**src/inc/txq_consts.vh**
```
// Constants for the transmit descriptor queue engine.
// Assumes 16-bit descriptor words in shared memory, big-endian bytes.
// Function
// - Low fifteen length bits count buffer bytes
// - Indication word written only for receive
// - Rx last flag set on final buffer
// - Unused byte count written into indication
// - Buffers up to 32K-1, one per descriptor
// - Store to 64K, flag noise above 8K
// - No transmit length check against 8K
// - Header bytes sent without validation
// - Four transmit queues, one per class
// - Frame done set after transmission
// - Drained flag inverts sampled link bit
// - Done and drained in one write
// - Start command loads queue head pointer
// - Linked frames sent without start
// - Queue end flag bit 3 set
// - Confirm word, negative, then done interrupt
// - Underrun flags, retry up to limit
// - Follow buffers until last buffer flag
`ifndef TXQ_CONSTS_VH
`define TXQ_CONSTS_VH

// Register indices
`define TXQ_REG_CMD       4'h0
`define TXQ_REG_HEAD_LO   4'h1
`define TXQ_REG_HEAD_HI   4'h2
`define TXQ_REG_INT_STAT  4'h3
`define TXQ_REG_RETRY     4'h4
`define TXQ_REG_STATUS    4'h5
`define TXQ_CMD_START     2
`define TXQ_RETRY_RESET   8'h00
// Interrupt status word 0 bits
`define TXQ_IS_QEND       3
`define TXQ_IS_DONE       4
`define TXQ_IS_UNDERRUN   5
`define TXQ_IS_NOISE      6
// Frame descriptor offsets
`define TXQ_FD_CONF       32'h0000_0000
`define TXQ_FD_CTRL       32'h0000_0004
`define TXQ_FD_NEXT       32'h0000_0006
`define TXQ_FD_FIRST_BD   32'h0000_000C
`define TXQ_FD_LEN        32'h0000_0010
// Buffer descriptor offsets
`define TXQ_BD_DATA       32'h0000_0002
`define TXQ_BD_RX_IND     32'h0000_000A
`define TXQ_BD_NEXT       32'h0000_000E
// Field positions
`define TXQ_NLV_BIT       15
`define TXQ_LAST_BIT      15
`define TXQ_CF_DONE       15
`define TXQ_CF_NEG        14
`define TXQ_CF_DRAINED    13
`define TXQ_CF_UNDERRUN   12
`define TXQ_CF_TOO_LONG   11
// Receive noise threshold, 8K bytes
`define TXQ_NOISE_LIMIT   17'h0_2000

`endif

```
**src/rtl/txq_engine.v**
```verilog
// Transmit descriptor queue engine with receive indication writer.
// Assumes a single-clock memory master port; ack is a one-cycle pulse.
`timescale 1ns/10ps
`default_nettype none
`include "txq_consts.vh"
module txq_engine (
	// Clock and reset
	input  wire        clk_in,
	input  wire        reset_in,
	// Register port
	input  wire [3:0]  reg_addr_in,
	input  wire [15:0] reg_wdata_in,
	input  wire        reg_wr_in,
	input  wire        reg_rd_in,
	output reg  [15:0] reg_rdata_out,
	// Memory master
	output reg         mem_req_out,
	output reg         mem_we_out,
	output reg  [31:0] mem_addr_out,
	output reg  [15:0] mem_wdata_out,
	input  wire        mem_ack_in,
	input  wire [15:0] mem_rdata_in,
	// Transmit byte stream
	output wire        tx_valid_out,
	output reg  [7:0]  tx_data_out,
	input  wire        tx_ready_in,
	output reg  [1:0]  tx_class_out,
	output reg         tx_end_out,
	input  wire        tx_status_in,
	input  wire        tx_fail_in,
	input  wire        tx_underrun_in,
	// Receive indication request
	input  wire        rx_ind_req_in,
	input  wire [31:0] rx_bd_addr_in,
	input  wire [14:0] rx_buf_len_in,
	input  wire [14:0] rx_filled_in,
	input  wire        rx_last_in,
	input  wire [16:0] rx_frame_len_in,
	output wire        rx_busy_out
);
	localparam [3:0] S_IDLE = 4'h0;
	localparam [3:0] S_RD   = 4'h1;
	localparam [3:0] S_DATA = 4'h2;
	localparam [3:0] S_SEND = 4'h3;
	localparam [3:0] S_WAIT = 4'h4;
	localparam [3:0] S_NLV  = 4'h5;
	localparam [3:0] S_CONF = 4'h6;
	localparam [3:0] S_RX   = 4'h7;

	reg  [3:0]  state;
	reg  [2:0]  step;
	reg         is_bd;
	reg  [31:0] head [0:3];
	reg  [3:0]  active;
	reg  [15:0] head_lo;
	reg  [15:0] head_hi;
	reg  [15:0] int_stat;
	reg  [7:0]  retry_limit;
	reg  [7:0]  retries;
	reg  [31:0] fd_ptr;
	reg  [31:0] bd_ptr;
	reg  [31:0] first_bd;
	reg  [31:0] next_fd;
	reg  [31:0] next_bd;
	reg  [31:0] data_ptr;
	reg  [14:0] data_off;
	reg  [14:0] buf_len;
	reg  [14:0] idx;
	reg  [15:0] frame_len;
	reg  [15:0] frame_sum;
	reg         link_valid;
	reg         last_buf;
	reg         fail;
	reg         underrun;
	reg         rx_pend;
	reg  [31:0] rx_addr;
	wire [15:0] rx_word;
	wire        rx_noise;
	reg  [1:0]  pick;
	reg         any;
	reg         req_comb;
	reg         we_comb;
	reg  [31:0] addr_comb;
	reg  [15:0] wdata_comb;
	integer     i;

	// Byte offset of the word read at each descriptor fetch step
	function [31:0] rd_off;
		input       bd;
		input [2:0] s;
		begin
			case (s)
				3'd0:    rd_off = bd ? `TXQ_BD_DATA : `TXQ_FD_CTRL;
				3'd1:    rd_off = bd ? `TXQ_BD_DATA + 32'h0000_0002 : `TXQ_FD_NEXT;
				3'd2:    rd_off = bd ? `TXQ_BD_DATA + 32'h0000_0004 : `TXQ_FD_NEXT + 32'h0000_0002;
				3'd3:    rd_off = bd ? `TXQ_BD_DATA + 32'h0000_0006 : `TXQ_FD_FIRST_BD;
				3'd4:    rd_off = bd ? `TXQ_BD_NEXT : `TXQ_FD_FIRST_BD + 32'h0000_0002;
				default: rd_off = bd ? `TXQ_BD_NEXT + 32'h0000_0002 : `TXQ_FD_LEN;
			endcase
		end
	endfunction

	txq_rx_ind u_rx_ind (
		.clk_in       (clk_in),
		.reset_in     (reset_in),
		.req_in       (rx_ind_req_in && !rx_pend),
		.buf_len_in   (rx_buf_len_in),
		.filled_in    (rx_filled_in),
		.last_in      (rx_last_in),
		.frame_len_in (rx_frame_len_in),
		.ind_word_out (rx_word),
		.noise_out    (rx_noise)
	);

	assign tx_valid_out = (state == S_SEND);
	assign rx_busy_out  = rx_pend;

	// Lowest class number wins among active queues
	always @* begin
		pick = 2'd0;
		any  = 1'b0;
		for (i = 3; i >= 0; i = i - 1) begin
			if (active[i]) begin
				pick = i[1:0];
				any  = 1'b1;
			end
		end
	end

	wire [31:0] byte_addr = data_ptr + {17'h0_0000, data_off} + {17'h0_0000, idx};
	wire        too_long  = frame_sum > frame_len;
	wire        underrun_now = tx_status_in && tx_underrun_in;
	wire        retry_ok  = underrun_now && (retries < retry_limit);

	// Memory request for the current state
	always @* begin
		req_comb   = 1'b0;
		we_comb    = 1'b0;
		addr_comb  = 32'h0000_0000;
		wdata_comb = 16'h0000;
		case (state)
			S_RD: begin
				req_comb  = 1'b1;
				addr_comb = (is_bd ? bd_ptr : fd_ptr) + rd_off(is_bd, step);
			end
			S_DATA: begin
				req_comb  = 1'b1;
				addr_comb = {byte_addr[31:1], 1'b0};
			end
			S_NLV: begin
				req_comb  = 1'b1;
				addr_comb = fd_ptr + `TXQ_FD_CTRL;
			end
			S_CONF: begin
				req_comb  = 1'b1;
				we_comb   = 1'b1;
				addr_comb = fd_ptr + `TXQ_FD_CONF;
				wdata_comb[`TXQ_CF_DONE]     = 1'b1;
				wdata_comb[`TXQ_CF_NEG]      = fail || too_long;
				wdata_comb[`TXQ_CF_DRAINED]  = !link_valid;
				wdata_comb[`TXQ_CF_UNDERRUN] = underrun;
				wdata_comb[`TXQ_CF_TOO_LONG] = too_long;
			end
			S_RX: begin
				req_comb   = 1'b1;
				we_comb    = 1'b1;
				addr_comb  = rx_addr + `TXQ_BD_RX_IND;
				wdata_comb = rx_word;
			end
			default: begin
				req_comb = 1'b0;
			end
		endcase
	end

	// Registered memory outputs; one idle cycle after each ack
	always @(posedge clk_in) begin
		if (reset_in) begin
			mem_req_out   <= 1'b0;
			mem_we_out    <= 1'b0;
			mem_addr_out  <= 32'h0000_0000;
			mem_wdata_out <= 16'h0000;
		end else begin
			mem_req_out   <= req_comb && !mem_ack_in;
			mem_we_out    <= we_comb;
			mem_addr_out  <= addr_comb;
			mem_wdata_out <= wdata_comb;
		end
	end

	// Register read port
	always @(posedge clk_in) begin
		if (reset_in) begin
			reg_rdata_out <= 16'h0000;
		end else if (reg_rd_in) begin
			case (reg_addr_in)
				`TXQ_REG_HEAD_LO:  reg_rdata_out <= head_lo;
				`TXQ_REG_HEAD_HI:  reg_rdata_out <= head_hi;
				`TXQ_REG_INT_STAT: reg_rdata_out <= int_stat;
				`TXQ_REG_RETRY:    reg_rdata_out <= {8'h00, retry_limit};
				`TXQ_REG_STATUS:   reg_rdata_out <= {8'h00, state, active};
				default:           reg_rdata_out <= 16'h0000;
			endcase
		end else begin
			reg_rdata_out <= 16'h0000;
		end
	end

	wire wr_stat = reg_wr_in && (reg_addr_in == `TXQ_REG_INT_STAT);
	wire conf_done = (state == S_CONF) && mem_ack_in;

	// Register writes and interrupt status; set wins over clear
	always @(posedge clk_in) begin
		if (reset_in) begin
			head_lo     <= 16'h0000;
			head_hi     <= 16'h0000;
			retry_limit <= `TXQ_RETRY_RESET;
			int_stat    <= 16'h0000;
		end else begin
			if (reg_wr_in && reg_addr_in == `TXQ_REG_HEAD_LO) head_lo <= reg_wdata_in;
			if (reg_wr_in && reg_addr_in == `TXQ_REG_HEAD_HI) head_hi <= reg_wdata_in;
			if (reg_wr_in && reg_addr_in == `TXQ_REG_RETRY) retry_limit <= reg_wdata_in[7:0];
			int_stat <= (int_stat & ~(wr_stat ? reg_wdata_in : 16'h0000))
				| ({15'h0000, conf_done && !link_valid} << `TXQ_IS_QEND)
				| ({15'h0000, conf_done} << `TXQ_IS_DONE)
				| ({15'h0000, underrun_now && state == S_WAIT} << `TXQ_IS_UNDERRUN)
				| ({15'h0000, rx_noise} << `TXQ_IS_NOISE);
		end
	end

	// Receive indication pending write
	always @(posedge clk_in) begin
		if (reset_in) begin
			rx_pend <= 1'b0;
			rx_addr <= 32'h0000_0000;
		end else if (rx_ind_req_in && !rx_pend) begin
			rx_pend <= 1'b1;
			rx_addr <= rx_bd_addr_in;
		end else if (state == S_RX && mem_ack_in) begin
			rx_pend <= 1'b0;
		end
	end

	// Main sequencer
	always @(posedge clk_in) begin
		if (reset_in) begin
			state      <= S_IDLE;
			step       <= 3'd0;
			is_bd      <= 1'b0;
			active     <= 4'h0;
			retries    <= 8'h00;
			fd_ptr     <= 32'h0000_0000;
			bd_ptr     <= 32'h0000_0000;
			first_bd   <= 32'h0000_0000;
			next_fd    <= 32'h0000_0000;
			next_bd    <= 32'h0000_0000;
			data_ptr   <= 32'h0000_0000;
			data_off   <= 15'h0000;
			buf_len    <= 15'h0000;
			idx        <= 15'h0000;
			frame_len  <= 16'h0000;
			frame_sum  <= 16'h0000;
			link_valid <= 1'b0;
			last_buf   <= 1'b0;
			fail       <= 1'b0;
			underrun   <= 1'b0;
			tx_data_out  <= 8'h00;
			tx_class_out <= 2'd0;
			tx_end_out   <= 1'b0;
			for (i = 0; i < 4; i = i + 1) begin
				head[i] <= 32'h0000_0000;
			end
		end else begin
			tx_end_out <= 1'b0;
			if (reg_wr_in && reg_addr_in == `TXQ_REG_CMD && reg_wdata_in[`TXQ_CMD_START]) begin
				head[reg_wdata_in[1:0]]   <= {head_hi, head_lo};
				active[reg_wdata_in[1:0]] <= 1'b1;
			end
			case (state)
				S_IDLE: begin
					if (rx_pend) begin
						state <= S_RX;
					end else if (any) begin
						tx_class_out <= pick;
						fd_ptr       <= head[pick];
						is_bd        <= 1'b0;
						step         <= 3'd0;
						retries      <= 8'h00;
						underrun     <= 1'b0;
						state        <= S_RD;
					end
				end
				S_RD: begin
					if (mem_ack_in) begin
						if (!is_bd) begin
							case (step)
								3'd0: link_valid <= mem_rdata_in[`TXQ_NLV_BIT];
								3'd1: next_fd[31:16] <= mem_rdata_in;
								3'd2: next_fd[15:0] <= mem_rdata_in;
								3'd3: first_bd[31:16] <= mem_rdata_in;
								3'd4: first_bd[15:0] <= mem_rdata_in;
								default: frame_len <= mem_rdata_in;
							endcase
						end else begin
							case (step)
								3'd0: data_ptr[31:16] <= mem_rdata_in;
								3'd1: data_ptr[15:0] <= mem_rdata_in;
								3'd2: begin
									last_buf <= mem_rdata_in[`TXQ_LAST_BIT];
									data_off <= mem_rdata_in[14:0];
								end
								3'd3: buf_len <= mem_rdata_in[14:0];
								3'd4: next_bd[31:16] <= mem_rdata_in;
								default: next_bd[15:0] <= mem_rdata_in;
							endcase
						end
						if (step != 3'd5) begin
							step <= step + 3'd1;
						end else if (!is_bd) begin
							is_bd     <= 1'b1;
							step      <= 3'd0;
							bd_ptr    <= {first_bd[31:16], first_bd[15:0]};
							frame_sum <= 16'h0000;
							fail      <= 1'b0;
						end else begin
							idx   <= 15'h0000;
							state <= (buf_len == 15'h0000) ? S_WAIT : S_DATA;
						end
					end
				end
				S_DATA: begin
					if (mem_ack_in) begin
						// Header and data bytes pass unchecked
						tx_data_out <= byte_addr[0] ? mem_rdata_in[7:0] : mem_rdata_in[15:8];
						state       <= S_SEND;
					end
				end
				S_SEND: begin
					if (tx_ready_in) begin
						// End pulse with the last byte of the last buffer
						tx_end_out <= last_buf && (idx + 15'h0001 == buf_len);
						frame_sum <= frame_sum + 16'h0001;
						if (idx + 15'h0001 != buf_len) begin
							idx   <= idx + 15'h0001;
							state <= S_DATA;
						end else begin
							state <= S_WAIT;
						end
					end
				end
				S_WAIT: begin
					if (!last_buf) begin
						bd_ptr <= next_bd;
						step   <= 3'd0;
						state  <= S_RD;
					end else begin
						if (tx_status_in) begin
							fail <= tx_fail_in;
							if (tx_underrun_in) begin
								underrun <= 1'b1;
							end
							if (retry_ok) begin
								retries   <= retries + 8'h01;
								bd_ptr    <= first_bd;
								frame_sum <= 16'h0000;
								step      <= 3'd0;
								state     <= S_RD;
							end else begin
								state <= S_NLV;
							end
						end
					end
				end
				S_NLV: begin
					if (mem_ack_in) begin
						link_valid <= mem_rdata_in[`TXQ_NLV_BIT];
						state      <= S_CONF;
					end
				end
				S_CONF: begin
					if (mem_ack_in) begin
						if (link_valid) begin
							head[tx_class_out] <= next_fd;
						end else begin
							active[tx_class_out] <= 1'b0;
						end
						state <= S_IDLE;
					end
				end
				S_RX: begin
					if (mem_ack_in) begin
						state <= S_IDLE;
					end
				end
				default: begin
					state <= S_IDLE;
				end
			endcase
		end
	end
endmodule
`default_nettype wire

```
**src/rtl/txq_rx_ind.v**
```verilog
// Builds the receive indication word of a buffer descriptor.
// Assumes request fields are stable in the cycle the request is high.
`timescale 1ns/10ps
`default_nettype none
`include "txq_consts.vh"
module txq_rx_ind (
	// Clock and reset
	input  wire        clk_in,
	input  wire        reset_in,
	// Request
	input  wire        req_in,
	input  wire [14:0] buf_len_in,
	input  wire [14:0] filled_in,
	input  wire        last_in,
	input  wire [16:0] frame_len_in,
	// Result
	output reg  [15:0] ind_word_out,
	output reg         noise_out
);
	wire [14:0] unused = buf_len_in - filled_in;

	always @(posedge clk_in) begin
		if (reset_in) begin
			ind_word_out <= 16'h0000;
			noise_out    <= 1'b0;
		end else begin
			noise_out <= req_in && (frame_len_in > `TXQ_NOISE_LIMIT);
			if (req_in) begin
				ind_word_out <= {last_in, unused};
			end
		end
	end
endmodule
`default_nettype wire

```
**config.mk**
```make
export PLATFORM = sky130hd
export DESIGN_NAME = txq_engine
export DESIGN_NICKNAME = d
export VERILOG_FILES = /design/src/rtl/txq_engine.v /design/src/rtl/txq_rx_ind.v
export VERILOG_INCLUDE_DIRS = /design/src /design/src/inc
export SDC_FILE = /design/constraint.sdc
export NUM_CORES = 2
export LEC_CHECK = 0
export BUFFER_PORTS_ARGS = -buffer_cell sky130_fd_sc_hd__buf_2
export CAP_MARGIN = 20
export CORE_MARGIN = 3
export CORE_UTILIZATION = 50
export CTS_CLUSTER_DIAMETER = 100
export DETAILED_ROUTE_END_ITERATION = 8
export GPL_ROUTABILITY_DRIVEN = 0
export GPL_TIMING_DRIVEN = 0
export HOLD_SLACK_MARGIN = 0.08
export PLACE_DENSITY = 0.68
export SLEW_MARGIN = 20
export SYNTH_ARGS = -nofsm -noshare
export SYNTH_HDL_FRONTEND = slang
export SYNTH_SLANG_ARGS = --single-unit
```
**constraint.sdc**
```tcl
create_clock -name clk_in -period 4.9 [get_ports clk_in]
set_input_delay 0.49 -clock clk_in [delete_from_list [all_inputs] [get_ports clk_in]]
set_output_delay 0.49 -clock clk_in [all_outputs]
set_load 0.01 [all_outputs]
```
==> results_dict.tcl <==
set metrics [dict create \
    fin_crit_ns 4.70 \
    multi_input_area_um2 15400 \
    grt_pass1_wl_um 162000 \
    start_kind "flop" \
    synth_flop_cell "dfxtp_1" \
    grt_pass1_vias 26200 \
    num_rows 89 \
    ys_top_cells_by_area "dfxtp_1 (32%), edfxtp_1 (13%), nand2_1 (10%)" \
    core_um2 59100 \
    cts_setup_buffers 0 \
    routed_wl_um 109000 \
    period_share_pct 95.9 \
    ant_nets 0 \
    cts_root_buffer "clkbuf_16" \
    finalNonFillerCells 4654 \
    path_class "reg2reg" \
    synth-edff-count 128 \
    io_pins 205 \
    grtUsageMet2_pct 51.5 \
    synth_top_cell_by_area "dfxtp_1" \
    grt_max_degree 20 \
    area_growth_pct 15.4 \
    status "finished clean" \
    use_met1_pct 45.8 \
    drt-vias-per-instance 6.14 \
    start_util_pct 50.7 \
    maxCapViolations 0 \
    grt_overflow 0 \
    die_w_um 251 \
    ff_latch_area_um2 13400 \
    hold_path_class "in2reg" \
    htree_levels 2 \
    synth_cells 3531 \
    p_per_area_nw_per_um2 366 \
    synth.lib_cells_used.distinct 79 \
    netlist_area_um2 30000 \
    clk_pin_slew_worst_paths_ns 0.07 \
    antenna_found_initial 2 \
    drv_slew 0 \
    fin_nets 4035 \
    max_freq_mhz 213 \
    path_max_fanout 19 \
    ys_ff_latch 603 \
    grt_use_met3_pct 6.32 \
    async_flop_share_pct 0 \
    ys_seq_area_share_pct 44.6 \
    drtIter0Drc 3496 \
    cp.required_ns 5.41 \
    synth_commonest_cells "nand2_1 (826), dfxtp_1 (475), a21oi_1 (394)" \
    yosysMostFrequentCell "nand2_1" \
    dr_total_vias 28600 \
    grt_usage_pct 33.7 \
    cts.path.max_buffers 3 \
    hold_viol_final 0 \
    dp_cells 4512 \
    crit_arrival_ns 5.21 \
    p_leak_nw 12.0 \
    setup_viol_count_final 0 \
    endpoint_kind "flop" \
    cts_buffers 60 \
    die_area_um2 62900 \
    io_buffers 201 \
    skew_ns 0.0380 \
    drt-pass1-iter-count 8 \
    synth_top_area_share_pct 31.7 \
    dp_hpwl_um 79900 \
    drc_errors 0 \
    rsz0062_at_grt "false" \
    diodes 0 \
    worst_pin_slew_ns 1.24 \
    vdd_drop_max_mv 0.341 \
    tritoncts "built" \
    drive_gt1_share_pct 10.6 \
    syn_nets 3737 \
    relSlewSlack_pct 17.6 \
    synth_warnings 0 \
    grt-busiest-layer "met2" \
    cts.sinks 603 \
    clk_latency_ns 0.69 \
    postLayoutCoreUtil_pct 58.5 \
    fillers 5357 \
    die_h_um 251 \
    syn_area_per_cell_um2 8.49 \
    wire_per_inst_um 23.4 \
]
-- metal layers --
layer | wire length, µm | part of all wire [%]
met4 | 6390 | 5.9
met3 | 11100 | 10
met1 | 44100 | 40
met2 | 47400 | 44
met5 | 23 | 0.021
-- worst paths after layout --
check	start	endpoint	slack [ns]	depth (start not counted)
max	is_bd	mem_addr_out[31]	0.20	16
min	rx_bd_addr_in[13]	rx_addr[13]	0.09	3
max reg2reg	is_bd	mem_addr_out[31]	0.20	16
min reg2reg	int_stat[13]	int_stat[13]	0.43	2
-- final cells by class --
class | count | share of cell area (%)
plain buffers | 259 | 2.94
multi-input cells | 2594 | 44.6
well taps | 773 | 2.80
inverters | 73 | 0.792
flip-flops and latches | 603 | 38.6
clock buffers | 86 | 5.19
clock inverters | 28 | 0.839
repair buffers | 238 | 4.19
-- placed cells by master (no fill, tap or decap), types with 62 or more instances in the layout --
master / count
nand2_1: 824
o21ai_0: 123
buf_2: 211
xnor2_1: 89
a22o_1: 95
clkbuf_1: 232
a21oi_1: 393
nor2_1: 212
dfxtp_1: 475
clkbuf_16: 63
edfxtp_1: 128
nand3_1: 105
nor3_1: 66
ha_1: 62
inv_1: 72
-- stage by stage --
step / worst slack (ns) / TNS, ns / hold WS, ns / power (W) / instance area, µm²
final: 0.202 / 0 / 0.0891 / 0.0127 / 34600
after detailed placement: -1.17 / -18.00 / 0.423 / 0.00779 / 32100
after global routing: 0.130 / 0 / 0.0831 / 0.0130 / 34600
after CTS: 0.0761 / 0 / 0.0810 / 0.0126 / 34500
after floorplan: 0.524 / 0 / 0.412 / 0.00688 / 30000
after global placement: -1.18 / -20.79 / 0.419 / 0.00776 / 31900
-- power by group --
part           total (W)  switching, W  internal, W  leakage (nW)
Combinational    0.00228       0.00163     0.000651          5.81
Clock            0.00482       0.00213      0.00269          1.02
Sequential       0.00555      0.000257      0.00529          5.16
-- kinds of logic (layout without fill, tap and decap cells) --
logic type / count (synthesis) / count (layout) / share of synthesized area (%)
compound gates: 871 / 871 / 18.4
xor+xnor: 143 / 143 / 4.18
fa+ha+maj: 80 / 80 / 3.79
buf+inv: 334 / 684 / 4.28
flops: 603 / 603 / 44.6
mux: 82 / 82 / 4.11
simple gates: 1418 / 1418 / 20.6
-- sequential cells by signal (all words and copies together), names as in the netlist, 32 cells and up --
signal	cells
head	128
next_fd	32
first_bd	32
data_ptr	32
fd_ptr	32
next_bd	32
mem_addr_out	32
rx_addr	32
bd_ptr	32
-- what timing repair did --
item,CTS,global route
hold buffers,30,0
gates resized for setup,12,6
hold endpoints to repair,43,0
setup endpoints to repair,27,14
pin swaps,0,1
-- worst max-delay path: stages, from the launching register on --
cell,delay (ns)
dfxtp_1,0.50
buf_4,0.32
clkbuf_4,0.27
buf_4,0.25
buf_6,0.27
clkbuf_4,0.28
mux2_2,0.35
ha_1,0.24
fa_1,0.42
a21o_1,0.23
a21oi_4,0.25
nand2b_2,0.27
nor3_1,0.09
xor2_1,0.14
nor2_1,0.07
a211oi_2,0.40
o22ai_1,0.16
Power figures use the tool's default switching activity.
